$ cat src/rtl/schrc_pkg.sv
package schrc_pkg;

  // register offsets; read-only and write-only pairs share a slot
  localparam logic [3:0] ADDR_COUNT_LO = 4'h0;
  localparam logic [3:0] ADDR_COUNT_HI = 4'h1;
  localparam logic [3:0] ADDR_FIFO = 4'h2;
  localparam logic [3:0] ADDR_COMMAND = 4'h3;
  localparam logic [3:0] ADDR_PHASE_TARGET = 4'h4;
  localparam logic [3:0] ADDR_CAUSE_TIMEOUT = 4'h5;
  localparam logic [3:0] ADDR_STATE_PERIOD = 4'h6;
  localparam logic [3:0] ADDR_LEVEL_OFFSET = 4'h7;
  localparam logic [3:0] ADDR_CONFIG_ONE = 4'h8;
  localparam logic [3:0] ADDR_CLOCK_CONV = 4'h9;
  localparam logic [3:0] ADDR_FORCED_TEST = 4'hA;
  localparam logic [3:0] ADDR_CONFIG_TWO = 4'hB;
  localparam logic [3:0] ADDR_CONFIG_THREE = 4'hC;
  localparam logic [3:0] ADDR_BYTE_ALIGN = 4'hF;

  // command fields and the commands that skip the queue
  localparam int CMD_DMA_BIT = 7;
  localparam logic [6:0] CMD_RESET_DEVICE = 7'h02;
  localparam logic [6:0] CMD_RESET_BUS = 7'h03;
  localparam logic [6:0] CMD_DMA_STOP = 7'h04;

  // reset values
  localparam logic [7:0] FIFO_RESET = 8'h00;
  localparam logic [7:0] DATA_RESET = 8'h00;
  localparam logic [7:0] CMD_RESET = 8'h00;
  localparam logic [7:0] CFG_RESET = 8'h00;

  // fifo shape and phase-flag field position
  localparam int FIFO_DEPTH = 16;
  localparam int FIFO_WIDTH = 9;
  localparam int PHASE_CTZ_BIT = 4;

  // bus reset timing: a 1 us tick from the 20 MHz clock
  localparam int CLK_HZ = 20_000_000;
  localparam int TICK_US = 1;
  localparam int TICK_CYCLES = CLK_HZ / 1_000_000 * TICK_US;
  localparam int BUS_RESET_MIN_MS = 25;
  localparam int BUS_RESET_MAX_MS = 40;
  localparam int BUS_RESET_TICKS = BUS_RESET_MIN_MS * 1000 / TICK_US;

  // write-side configuration handed to the sequencer
  typedef struct packed {
    logic [7:0] target_id_select;
    logic [7:0] selection_timeout;
    logic [7:0] sync_period;
    logic [7:0] sync_offset;
    logic [7:0] config_one;
    logic [7:0] clock_conversion;
    logic [7:0] forced_test;
    logic [7:0] config_two;
    logic [7:0] config_three;
    logic [7:0] byte_alignment;
  } schrc_cfg_type;

  // role and phase as the sequencer reports them
  typedef struct packed {
    logic target;
    logic initiator;
    logic data_phase;
    logic data_in;
    logic sync_mode;
    logic word_mode;
  } schrc_role_type;

  typedef struct packed {
    logic dma;
    logic [6:0] code;
  } schrc_cmd_type;

  typedef enum logic [1:0] {
    BRST_IDLE = 2'b01,
    BRST_DRIVE = 2'b10
  } schrc_brst_state_type;

endpackage

$ cat src/rtl/schrc_fifo.sv
`timescale 1ns/1ps
module schrc_fifo
  import schrc_pkg::*;
#(
  parameter int WIDTH = FIFO_WIDTH,
  parameter int DEPTH = FIFO_DEPTH
) (
  // clock and reset
  input wire logic i_clk,
  input wire logic i_rst_n,
  input wire logic i_clear,
  // fill side
  input wire logic i_valid,
  output logic o_ready,
  input wire logic [WIDTH-1:0] i_data,
  // drain side
  output logic o_valid,
  input wire logic i_ready,
  output logic [WIDTH-1:0] o_data,
  // occupancy
  output logic [$clog2(DEPTH):0] o_count
);
  localparam int AW = $clog2(DEPTH);

  logic [WIDTH-1:0] mem [DEPTH];
  logic [AW-1:0] wr_ptr;
  logic [AW-1:0] rd_ptr;
  logic [AW-1:0] rd_next;
  logic push;
  logic pop;

  assign o_ready = (o_count != DEPTH[AW:0]);
  assign o_valid = (o_count != '0);
  assign push = i_valid & o_ready;
  assign pop = o_valid & i_ready;
  assign rd_next = rd_ptr + 1'b1;

  // storage has no reset; the head register masks stale words
  always_ff @(posedge i_clk) begin
    if (push) begin
      mem[wr_ptr] <= i_data;
    end
  end

  // pointers and count
  always_ff @(posedge i_clk or negedge i_rst_n) begin
    if (!i_rst_n) begin
      wr_ptr <= '0;
      rd_ptr <= '0;
      o_count <= '0;
    end else if (i_clear) begin
      wr_ptr <= '0;
      rd_ptr <= '0;
      o_count <= '0;
    end else begin
      if (push) begin
        wr_ptr <= wr_ptr + 1'b1;
      end
      if (pop) begin
        rd_ptr <= rd_next;
      end
      o_count <= o_count + push - pop;
    end
  end

  // registered head word, shown ahead of the pop
  always_ff @(posedge i_clk or negedge i_rst_n) begin
    if (!i_rst_n) begin
      o_data <= '0;
    end else if (i_clear) begin
      o_data <= '0;
    end else if (push && (o_count == '0 || (pop && o_count == 1))) begin
      o_data <= i_data;
    end else if (pop && o_count > 1) begin
      o_data <= mem[rd_next];
    end
  end

endmodule

$ cat src/rtl/schrc_top.sv
`timescale 1ns/1ps
module schrc_top
  import schrc_pkg::*;
#(
  parameter int P_BUS_RESET_TICKS = BUS_RESET_TICKS,
  parameter int P_FIFO_DEPTH = FIFO_DEPTH
) (
  // clock and reset
  input wire logic i_clk,
  input wire logic i_nrst,
  // host register port
  input wire logic i_cs_n,
  input wire logic i_rd_n,
  input wire logic i_wr_n,
  input wire logic [3:0] i_addr,
  input wire logic [7:0] i_data,
  output logic [7:0] o_data,
  // dma port
  input wire logic i_dma_grant_n,
  input wire logic i_dma_fetch_strobe_n,
  input wire logic i_dma_store_strobe_n,
  // sequencer side
  input wire schrc_role_type i_role,
  input wire logic i_request_want,
  input wire logic i_acknowledge_want,
  input wire logic i_selection_start,
  input wire logic i_cmd_done,
  input wire logic [7:0] i_phase_flags,
  input wire logic [7:0] i_interrupt_cause,
  input wire logic [7:0] i_sequence_state,
  output logic o_cmd_start,
  output schrc_cmd_type o_cmd,
  output logic o_cmd_overrun,
  output logic o_dma_stop,
  output logic o_soft_reset,
  output logic o_count_zero_flag,
  output schrc_cfg_type o_cfg,
  // scsi byte stream through the fifo
  input wire logic i_link_valid,
  output logic o_link_ready,
  input wire logic [8:0] i_link_data,
  output logic o_link_valid,
  input wire logic i_link_ready,
  output logic [8:0] o_link_data,
  // scsi control pins
  input wire logic i_differential_select_n,
  output logic o_bus_reset_drive,
  output logic o_bus_reset_drive_oe_n,
  output logic o_request_drive,
  output logic o_request_drive_oe_n,
  output logic o_acknowledge_drive,
  output logic o_acknowledge_drive_oe_n,
  output logic o_initiator_side_enable,
  output logic o_target_side_enable
);
  localparam int CW = $clog2(P_FIFO_DEPTH);

  logic rst_q1;
  logic rst_n;
  logic rd_act, rd_act_q, wr_act, wr_act_q;
  logic dma_rd, dma_wr, cs_rd, cs_wr;
  logic rd_start, wr_start, reg_wr, fifo_wr, fifo_rd;
  logic [15:0] count_load_bits;
  logic [16:0] count_now_bits;
  schrc_cmd_type cmd_exec, cmd_pend, wr_cmd;
  logic cmd_busy, pend_valid, cmd_imm;
  logic grant_q, req_q, ack_q, grant_edge, req_edge, ack_edge;
  logic dec_step;
  logic [16:0] dec_amount;
  logic fifo_clear, f_in_valid, f_in_ready, f_out_valid, f_out_ready;
  logic [8:0] f_in_data, f_out_data;
  logic [CW:0] f_count;
  logic [7:0] rd_mux;
  logic brst_start;
  schrc_brst_state_type brst_state;
  logic [4:0] tick_cnt;
  logic tick;
  logic [15:0] brst_ticks;
  logic brst_active;

  // reset release through two flops
  always_ff @(posedge i_clk or negedge i_nrst) begin
    if (!i_nrst) begin
      rst_q1 <= 1'b0;
      rst_n <= 1'b0;
    end else begin
      rst_q1 <= 1'b1;
      rst_n <= rst_q1;
    end
  end

  // access decode; grant accesses ignore the address
  assign cs_rd = !i_cs_n & !i_rd_n;
  assign cs_wr = !i_cs_n & !i_wr_n;
  assign dma_rd = !i_dma_grant_n & (!i_dma_fetch_strobe_n | !i_rd_n);
  assign dma_wr = !i_dma_grant_n & (!i_dma_store_strobe_n | !i_wr_n);
  assign rd_act = cs_rd | dma_rd;
  assign wr_act = cs_wr | dma_wr;
  assign rd_start = rd_act & !rd_act_q;
  assign wr_start = wr_act & !wr_act_q;
  // a grant access only ever touches the fifo
  assign reg_wr = wr_start & !dma_wr;
  assign fifo_wr = wr_start & (dma_wr | i_addr == ADDR_FIFO);
  assign fifo_rd = rd_start & (dma_rd | i_addr == ADDR_FIFO);
  assign wr_cmd = schrc_cmd_type'(i_data);
  assign cmd_imm = reg_wr && i_addr == ADDR_COMMAND &&
                   (wr_cmd.code == CMD_RESET_DEVICE ||
                    wr_cmd.code == CMD_RESET_BUS ||
                    wr_cmd.code == CMD_DMA_STOP);

  // strobe edge history, one access per strobe assertion
  always_ff @(posedge i_clk or negedge rst_n) begin
    if (!rst_n) begin
      rd_act_q <= 1'b0;
      wr_act_q <= 1'b0;
    end else begin
      rd_act_q <= rd_act;
      wr_act_q <= wr_act;
    end
  end

  // write-only and read/write configuration
  always_ff @(posedge i_clk or negedge rst_n) begin
    if (!rst_n) begin
      o_cfg <= '0;
    end else if (reg_wr) begin
      case (i_addr)
        ADDR_PHASE_TARGET: o_cfg.target_id_select <= i_data;
        ADDR_CAUSE_TIMEOUT: o_cfg.selection_timeout <= i_data;
        ADDR_STATE_PERIOD: o_cfg.sync_period <= i_data;
        ADDR_LEVEL_OFFSET: o_cfg.sync_offset <= i_data;
        ADDR_CONFIG_ONE: o_cfg.config_one <= i_data;
        ADDR_CLOCK_CONV: o_cfg.clock_conversion <= i_data;
        ADDR_FORCED_TEST: o_cfg.forced_test <= i_data;
        ADDR_CONFIG_TWO: o_cfg.config_two <= i_data;
        ADDR_CONFIG_THREE: o_cfg.config_three <= i_data;
        ADDR_BYTE_ALIGN: o_cfg.byte_alignment <= i_data;
        default: o_cfg <= o_cfg;
      endcase
    end
  end

  // start count has no reset at all: it must survive both resets
  always_ff @(posedge i_clk) begin
    if (reg_wr && i_addr == ADDR_COUNT_LO) begin
      count_load_bits[7:0] <= i_data;
    end
    if (reg_wr && i_addr == ADDR_COUNT_HI) begin
      count_load_bits[15:8] <= i_data;
    end
  end

  // two-deep command queue; immediate commands never enter it
  always_ff @(posedge i_clk or negedge rst_n) begin
    if (!rst_n) begin
      cmd_exec <= CMD_RESET;
      cmd_pend <= CMD_RESET;
      cmd_busy <= 1'b0;
      pend_valid <= 1'b0;
      o_cmd_start <= 1'b0;
      o_cmd_overrun <= 1'b0;
    end else begin
      o_cmd_start <= 1'b0;
      o_cmd_overrun <= 1'b0;
      if (o_soft_reset) begin
        cmd_busy <= 1'b0;
        pend_valid <= 1'b0;
      end else if (reg_wr && i_addr == ADDR_COMMAND && !cmd_imm) begin
        if (!cmd_busy || (i_cmd_done && !pend_valid)) begin
          cmd_exec <= wr_cmd;
          cmd_busy <= 1'b1;
          o_cmd_start <= 1'b1;
        end else if (i_cmd_done) begin
          cmd_exec <= cmd_pend;
          cmd_pend <= wr_cmd;
          o_cmd_start <= 1'b1;
        end else begin
          cmd_pend <= wr_cmd;
          pend_valid <= 1'b1;
          o_cmd_overrun <= pend_valid;
        end
      end else if (i_cmd_done && cmd_busy) begin
        if (pend_valid) begin
          cmd_exec <= cmd_pend;
          pend_valid <= 1'b0;
          o_cmd_start <= 1'b1;
        end else begin
          cmd_busy <= 1'b0;
        end
      end
    end
  end
  assign o_cmd = cmd_exec;

  // immediate commands act on the write itself
  always_ff @(posedge i_clk or negedge rst_n) begin
    if (!rst_n) begin
      o_dma_stop <= 1'b0;
      o_soft_reset <= 1'b0;
      brst_start <= 1'b0;
    end else begin
      o_dma_stop <= cmd_imm && wr_cmd.code == CMD_DMA_STOP;
      o_soft_reset <= cmd_imm && wr_cmd.code == CMD_RESET_DEVICE;
      brst_start <= cmd_imm && wr_cmd.code == CMD_RESET_BUS;
    end
  end

  // decrement sources picked by role and phase
  assign grant_edge = !i_dma_grant_n & grant_q;
  assign req_edge = !o_request_drive_oe_n & !req_q;
  assign ack_edge = !o_acknowledge_drive_oe_n & !ack_q;
  always_comb begin
    dec_step = 1'b0;
    if (i_role.data_phase) begin
      if (i_role.target) begin
        dec_step = i_role.data_in ? grant_edge : req_edge;
      end else if (i_role.initiator) begin
        if (i_role.data_in) begin
          dec_step = i_role.sync_mode ? grant_edge : ack_edge;
        end else begin
          dec_step = grant_edge;
        end
      end
    end
  end
  // a word moves two bytes; never count past zero
  assign dec_amount = i_role.word_mode ? 17'h00002 : 17'h00001;

  always_ff @(posedge i_clk or negedge rst_n) begin
    if (!rst_n) begin
      grant_q <= 1'b1;
      req_q <= 1'b0;
      ack_q <= 1'b0;
    end else begin
      grant_q <= i_dma_grant_n;
      req_q <= !o_request_drive_oe_n;
      ack_q <= !o_acknowledge_drive_oe_n;
    end
  end

  // current count is 17 bits so that a zero load means 65536
  always_ff @(posedge i_clk or negedge rst_n) begin
    if (!rst_n) begin
      count_now_bits <= 17'h00000;
    end else if (o_cmd_start && cmd_exec.dma) begin
      count_now_bits <= {count_load_bits == 16'h0000,
                         count_load_bits};
    end else if (dec_step && count_now_bits != 17'h00000) begin
      if (count_now_bits < dec_amount) begin
        count_now_bits <= 17'h00000;
      end else begin
        count_now_bits <= count_now_bits - dec_amount;
      end
    end
  end

  // zero flag: reaching zero wins over a load in the same cycle
  always_ff @(posedge i_clk or negedge rst_n) begin
    if (!rst_n) begin
      o_count_zero_flag <= 1'b0;
    end else if (o_soft_reset) begin
      o_count_zero_flag <= 1'b0;
    end else if (dec_step && count_now_bits != 17'h00000 &&
                 count_now_bits <= dec_amount) begin
      o_count_zero_flag <= 1'b1;
    end else if (o_cmd_start && cmd_exec.dma) begin
      o_count_zero_flag <= 1'b0;
    end
  end

  // shared fifo: host side has priority on both ends
  assign fifo_clear = o_soft_reset | i_selection_start;
  assign f_in_valid = fifo_wr | i_link_valid;
  assign f_in_data = fifo_wr ? {~^i_data, i_data} : i_link_data;
  assign o_link_ready = f_in_ready & !fifo_wr;
  assign f_out_ready = fifo_rd | i_link_ready;
  assign o_link_valid = f_out_valid & !fifo_rd;
  assign o_link_data = f_out_data;

  schrc_fifo #(
    .WIDTH(FIFO_WIDTH),
    .DEPTH(P_FIFO_DEPTH)
  ) u_fifo (
    .i_clk(i_clk),
    .i_rst_n(rst_n),
    .i_clear(fifo_clear),
    .i_valid(f_in_valid),
    .o_ready(f_in_ready),
    .i_data(f_in_data),
    .o_valid(f_out_valid),
    .i_ready(f_out_ready),
    .o_data(f_out_data),
    .o_count(f_count)
  );

  // read mux; unmapped offsets read as zero
  always_comb begin
    case (i_addr)
      ADDR_COUNT_LO: rd_mux = count_now_bits[7:0];
      ADDR_COUNT_HI: rd_mux = count_now_bits[15:8];
      ADDR_FIFO: rd_mux = f_out_valid ? f_out_data[7:0] : FIFO_RESET;
      ADDR_COMMAND: rd_mux = cmd_exec;
      ADDR_PHASE_TARGET: begin
        rd_mux = i_phase_flags;
        rd_mux[PHASE_CTZ_BIT] = o_count_zero_flag;
      end
      ADDR_CAUSE_TIMEOUT: rd_mux = i_interrupt_cause;
      ADDR_STATE_PERIOD: rd_mux = i_sequence_state;
      ADDR_LEVEL_OFFSET: rd_mux = {i_sequence_state[7:5],
                                   5'(f_count)};
      ADDR_CONFIG_ONE: rd_mux = o_cfg.config_one;
      ADDR_CONFIG_TWO: rd_mux = o_cfg.config_two;
      ADDR_CONFIG_THREE: rd_mux = o_cfg.config_three;
      default: rd_mux = DATA_RESET;
    endcase
    if (dma_rd) begin
      rd_mux = f_out_valid ? f_out_data[7:0] : FIFO_RESET;
    end
  end

  // read data is caught once per strobe and held
  always_ff @(posedge i_clk or negedge rst_n) begin
    if (!rst_n) begin
      o_data <= DATA_RESET;
    end else if (rd_start) begin
      o_data <= rd_mux;
    end
  end

  // 1 us tick, only running while the bus reset is driven
  assign tick = brst_active && tick_cnt == 5'(TICK_CYCLES - 1);
  assign brst_active = brst_state == BRST_DRIVE;
  always_ff @(posedge i_clk or negedge rst_n) begin
    if (!rst_n) begin
      tick_cnt <= 5'h00;
    end else if (!brst_active || tick) begin
      tick_cnt <= 5'h00;
    end else begin
      tick_cnt <= tick_cnt + 5'h01;
    end
  end

  // bus reset length counted in ticks; 25 ms at 20 MHz
  always_ff @(posedge i_clk or negedge rst_n) begin
    if (!rst_n) begin
      brst_state <= BRST_IDLE;
      brst_ticks <= 16'h0000;
    end else begin
      case (brst_state)
        BRST_IDLE: begin
          brst_ticks <= 16'h0000;
          if (brst_start) begin
            brst_state <= BRST_DRIVE;
          end
        end
        BRST_DRIVE: begin
          if (tick) begin
            brst_ticks <= brst_ticks + 16'h0001;
            if (brst_ticks == 16'(P_BUS_RESET_TICKS - 1)) begin
              brst_state <= BRST_IDLE;
            end
          end
        end
        default: brst_state <= BRST_IDLE;
      endcase
    end
  end

  // pin drives; differential mode turns reset into a push-pull
  // direction control, single ended pulls the line low
  assign o_bus_reset_drive = !i_differential_select_n & brst_active;
  assign o_bus_reset_drive_oe_n = i_differential_select_n ?
                                  !brst_active : 1'b0;
  assign o_request_drive = 1'b0;
  assign o_request_drive_oe_n = !(i_request_want & i_role.target);
  assign o_acknowledge_drive = 1'b0;
  assign o_acknowledge_drive_oe_n =
    !(i_acknowledge_want & i_role.initiator);
  assign o_initiator_side_enable = i_role.initiator;
  assign o_target_side_enable = i_role.target;

  // helper: cycles the reset has been driven
  logic [23:0] a_brst_cycles;
  always_ff @(posedge i_clk or negedge rst_n) begin
    if (!rst_n) begin
      a_brst_cycles <= '0;
    end else begin
      a_brst_cycles <= brst_active ? a_brst_cycles + 1'b1 : '0;
    end
  end
endmodule

$ cat config.mk
export PLATFORM = sky130hd
export DESIGN_NAME = schrc_top
export DESIGN_NICKNAME = d
export VERILOG_FILES = /design/src/rtl/schrc_pkg.sv /design/src/rtl/schrc_fifo.sv /design/src/rtl/schrc_top.sv
export SDC_FILE = /design/constraint.sdc
export NUM_CORES = 1
export LEC_CHECK = 0
export ABC_AREA = 1
export BUFFER_PORTS_ARGS = -buffer_cell sky130_fd_sc_hd__buf_2
export CAP_MARGIN = 10
export CORE_ASPECT_RATIO = 0.8
export CORE_MARGIN = 2
export CORE_UTILIZATION = 45
export CTS_BUF_LIST = sky130_fd_sc_hd__clkbuf_16
export DETAILED_ROUTE_END_ITERATION = 7
export HOLD_SLACK_MARGIN = 0.02
export MAX_ROUTING_LAYER = met4
export SYNTH_ARGS = -nofsm -noshare
export SYNTH_HDL_FRONTEND = slang
export SYNTH_SLANG_ARGS = --single-unit
$ cat constraint.sdc
create_clock -name i_clk -period 13.43 [get_ports i_clk]
set_input_delay 1.343 -clock i_clk [delete_from_list [all_inputs] [get_ports i_clk]]
set_output_delay 1.343 -clock i_clk [all_outputs]
set_load 0.01 [all_outputs]
==> metrics.md <==
| Metric | Value |
|---|---|
| LEAKAGE | `between 8 and 9 nW` |
| Highest clock rate | `~230 MHz` |
| Die area | `between 30000 and 40000 um2` |
| CP endpoint kind | `output port` |
| Slew Viols, Final | `0` |
| Setup violators final | `0` |
| Maximum buffer depth of the clock tree | `3` |
| First-pass GRT wire length | `between 60000 and 70000 um` |
| Reg clk slew, reported paths | `roughly 0.06 ns` |
| Worst setup path endpoint | `o_link_valid` |
| Top post-synthesis cells by area | `edfxtp_1, dfrtp_1, nand2_1` |
| Worst slack at placement | `roughly 8.6 ns` |
| Worst Path Buf+Inv | `3` |
| Critical Path Source Type | `input port` |
| Number of global-route vias before repair | `11800` |
| Crit Path Category | `in -> out` |
| Gate Count Post-Synth | `~1700` |
| Worst-margin pin slew | `roughly 1.1 ns` |
| CTS Sinks | `341` |
| Crit path launch | `i_dma_grant_n` |
| Row count | `61` |
| Setup ws final | `between 9 and 10 ns` |
| Hold Buf Count CTS | `0` |
| Post-CTS sizing | `0` |
| Post-synth top area share | `0.302` |
| Main synth FF type | `dfrtp_1` |
| R2r startpoint | `u_fifo.rd_ptr[0]` |
| 1st-pass router iterations | `6` |
| Worst-skew pair later-pin latency | `about 0.53 ns` |
| Most numerous cell in the Yosys netlist | `nand2_1` |
| Unrepaired setup endpoints after global routing | `no` |
| Top delay family on crit path | `compound AO/OA/AOI/OAI gates` |
| CTS Buf Count | `36` |
| Initial antenna violation count | `1` |
| Worst EP required | `~12 ns` |
| EDFF count, synth | `160` |
| Power Density | `174 nW/um2` |
| Die W | `~210 um` |
| Overflow after GRT | `0` |
| Worst clock skew | `0.0192 ns` |
| Final Hold Viols | `0` |
| Chip Height | `approximately 170 um` |
| Crit-path max FO | `18` |
| Post-Syn Area | `roughly 16000 um2` |
| Syn. warnings | `0` |
| # DRC | `0` |
| Synth Area per Inst | `between 9 and 10 um2` |
| Outcome | `complete, no violations` |
| Max-cap violations | `0` |
| Reg2reg end | `u_fifo.o_data[1]` |
| Initial cell density of the core | `0.457` |
| Final #Nets | `between 1500 and 2000` |
| Crit path time final | `between 4 and 5 ns` |
| Reg-to-reg setup timing slack | `approximately 10 ns` |
| Antenna-violating nets left | `0` |
| Sequential share of the synthesized area | `0.587` |
| CORE AREA | `between 30000 and 40000 um2` |
| Port Buffers | `around 180` |
| Setup Buffers After CTS | `0` |
| Setup TNS | `0 ns` |
| Reg2Reg Depth | `13` |
| Critical-path top delay cell | `a21oi_2` |
| Dominant cell type by area after synthesis | `edfxtp_1` |
| Layout cell share with drive strength beyond 1 | `0.154` |
| Flops & latches, synth | `about 340` |
| Worst path arrival time | `around 3 ns` |
| TritonCTS clock tree | `built` |
| Final Util | `0.526` |
| Tot GR Track Use | `0.252` |
| CP max stage delay | `~0.82 ns` |
| WP depth | `6` |
| CP most frequent cell | `buf_2` |
| Hpwl dp | `31600 um` |
| DR WL/cell | `~19 um` |
| Largest net degree at the start of global routing | `80` |
| Count of different cell masters after synthesis | `52` |
| Slew headroom | `0.258` |
| Routed WL | `approximately 45000 um` |
| Number of DRC markers in iteration 0 | `about 1100` |
| Via Count | `approximately 13000` |
| VDD IR-drop max | `~110 uV` |
| Crit-path cells | `buf_2 > inv_1 > nand2_1 > a21oi_2 > a21boi_0 > buf_2` |
| GPL Wtd Cong | `0.900` |
| Top post-synthesis cells by count | `nand2_1, nand3_1, dfrtp_1, edfxtp_1, nor2_1` |
| Worst min path class | `reg -> async` |
| Synth-to-Final Area Change | `14.9%` |
| H-tree depth | `2` |
| # IOs | `roughly 190` |
| FFs w/ async S/R, synth | `0.531` |
| DR vias/cell | `5.28` |
| Final period util | `0.329` |
| Clock root buffer | `clkbuf_16` |
[report_power, final]
part	internal [mW]	switching, mW
logic	0.291	0.621
clock network	0.540	0.409
registers	1.22	0.0902
total	2.05	1.12
[per-layer routing]
layer | vias to the layer above | GRT usage | routed length, um
met2 | 420 | 0.350 | 19200
met3 | 71 | 0.0586 | 3570
met1 | 6101 | 0.368 | 21300
met4 | 0 | 0.0746 | 1230
met5 | - | - | 0
li1 | 6109 | - | -
[placed cells by master (no fill, tap or decap), types with 6 or more instances in the layout]
master / synthesis / final
buf_2: 20 / 182
nand3_1: 219 / 219
nor3_1: 23 / 23
ha_1: 23 / 23
o21ai_2: 8 / 8
nor2_1: 149 / 149
dfrtp_1: 179 / 177
inv_2: 7 / 8
inv_1: 138 / 145
xor2_1: 19 / 19
a21oi_1: 76 / 76
nand2_1: 474 / 474
o22ai_1: 9 / 9
buf_4: 10 / 7
edfxtp_1: 160 / 160
o21ai_0: 100 / 100
clkbuf_16: 0 / 37
nand4_1: 11 / 11
clkinv_2: 1 / 9
clkinv_1: 9 / 16
nand2_2: 6 / 6
nor2_2: 8 / 8
[worst min path at each step]
stage | end | start | cells past startpoint | slack (ns)
after global placement | o_cfg[49] | rst_n | 0 | 0.24
after CTS | o_cfg[49] | rst_n | 0 | 0.25
after global routing | o_cfg[49] | rst_n | 0 | 0.28
after detailed placement | o_cfg[49] | rst_n | 0 | 0.25
final | o_cfg[49] | rst_n | 0 | 0.24
after floorplan | rst_n | rst_q1 | 0 | 0.33
[area by class of cell]
class | instances | area, um2
multi-input combinational | 1182 | 5700
timing repair buffer | 189 | 963
sequential | 341 | 9340
clock buffer | 37 | 926
clock inverter | 29 | 189
antenna | 1 | 2.50
fill | 3246 | 16500
tap | 472 | 591
inverter | 155 | 583
[metrics by stage]
step / cell area (um2) / instances / hold WS (ns) / total power [mW]
finish: 18300 / 2406 / 0.240 / 3.17
global route: 18300 / 2406 / 0.281 / 3.36
CTS: 18300 / 2405 / 0.252 / 3.19
detailed placement: 17200 / 2339 / 0.249 / 2.24
global placement: 17200 / 2339 / 0.245 / 2.22
floorplan: 15900 / 1741 / 0.331 / 1.91
[flip-flops by register name, summed over array words and instances, names as in the netlist, 2 cells and up]
register         count
u_fifo.o_count       5
brst_state           2
cmd_pend             8
u_fifo.mem         144
u_fifo.wr_ptr        4
count_load_bits     16
u_fifo.o_data        9
u_fifo.rd_ptr        4
brst_ticks          16
o_cmd                8
o_cfg               80
o_data               8
count_now_bits      17
tick_cnt             5
[cell families after synthesis]
logic type,share of synthesized area
AOI/OAI and AO/OA,0.0758
xor gates and xnor gates,0.0131
adders and majority gates,0.0206
buffers and inverters,0.0559
DFF,0.587
other,0.000472
and+or+nand+nor,0.248
No activity file was read; power rests on OpenSTA's default activity.
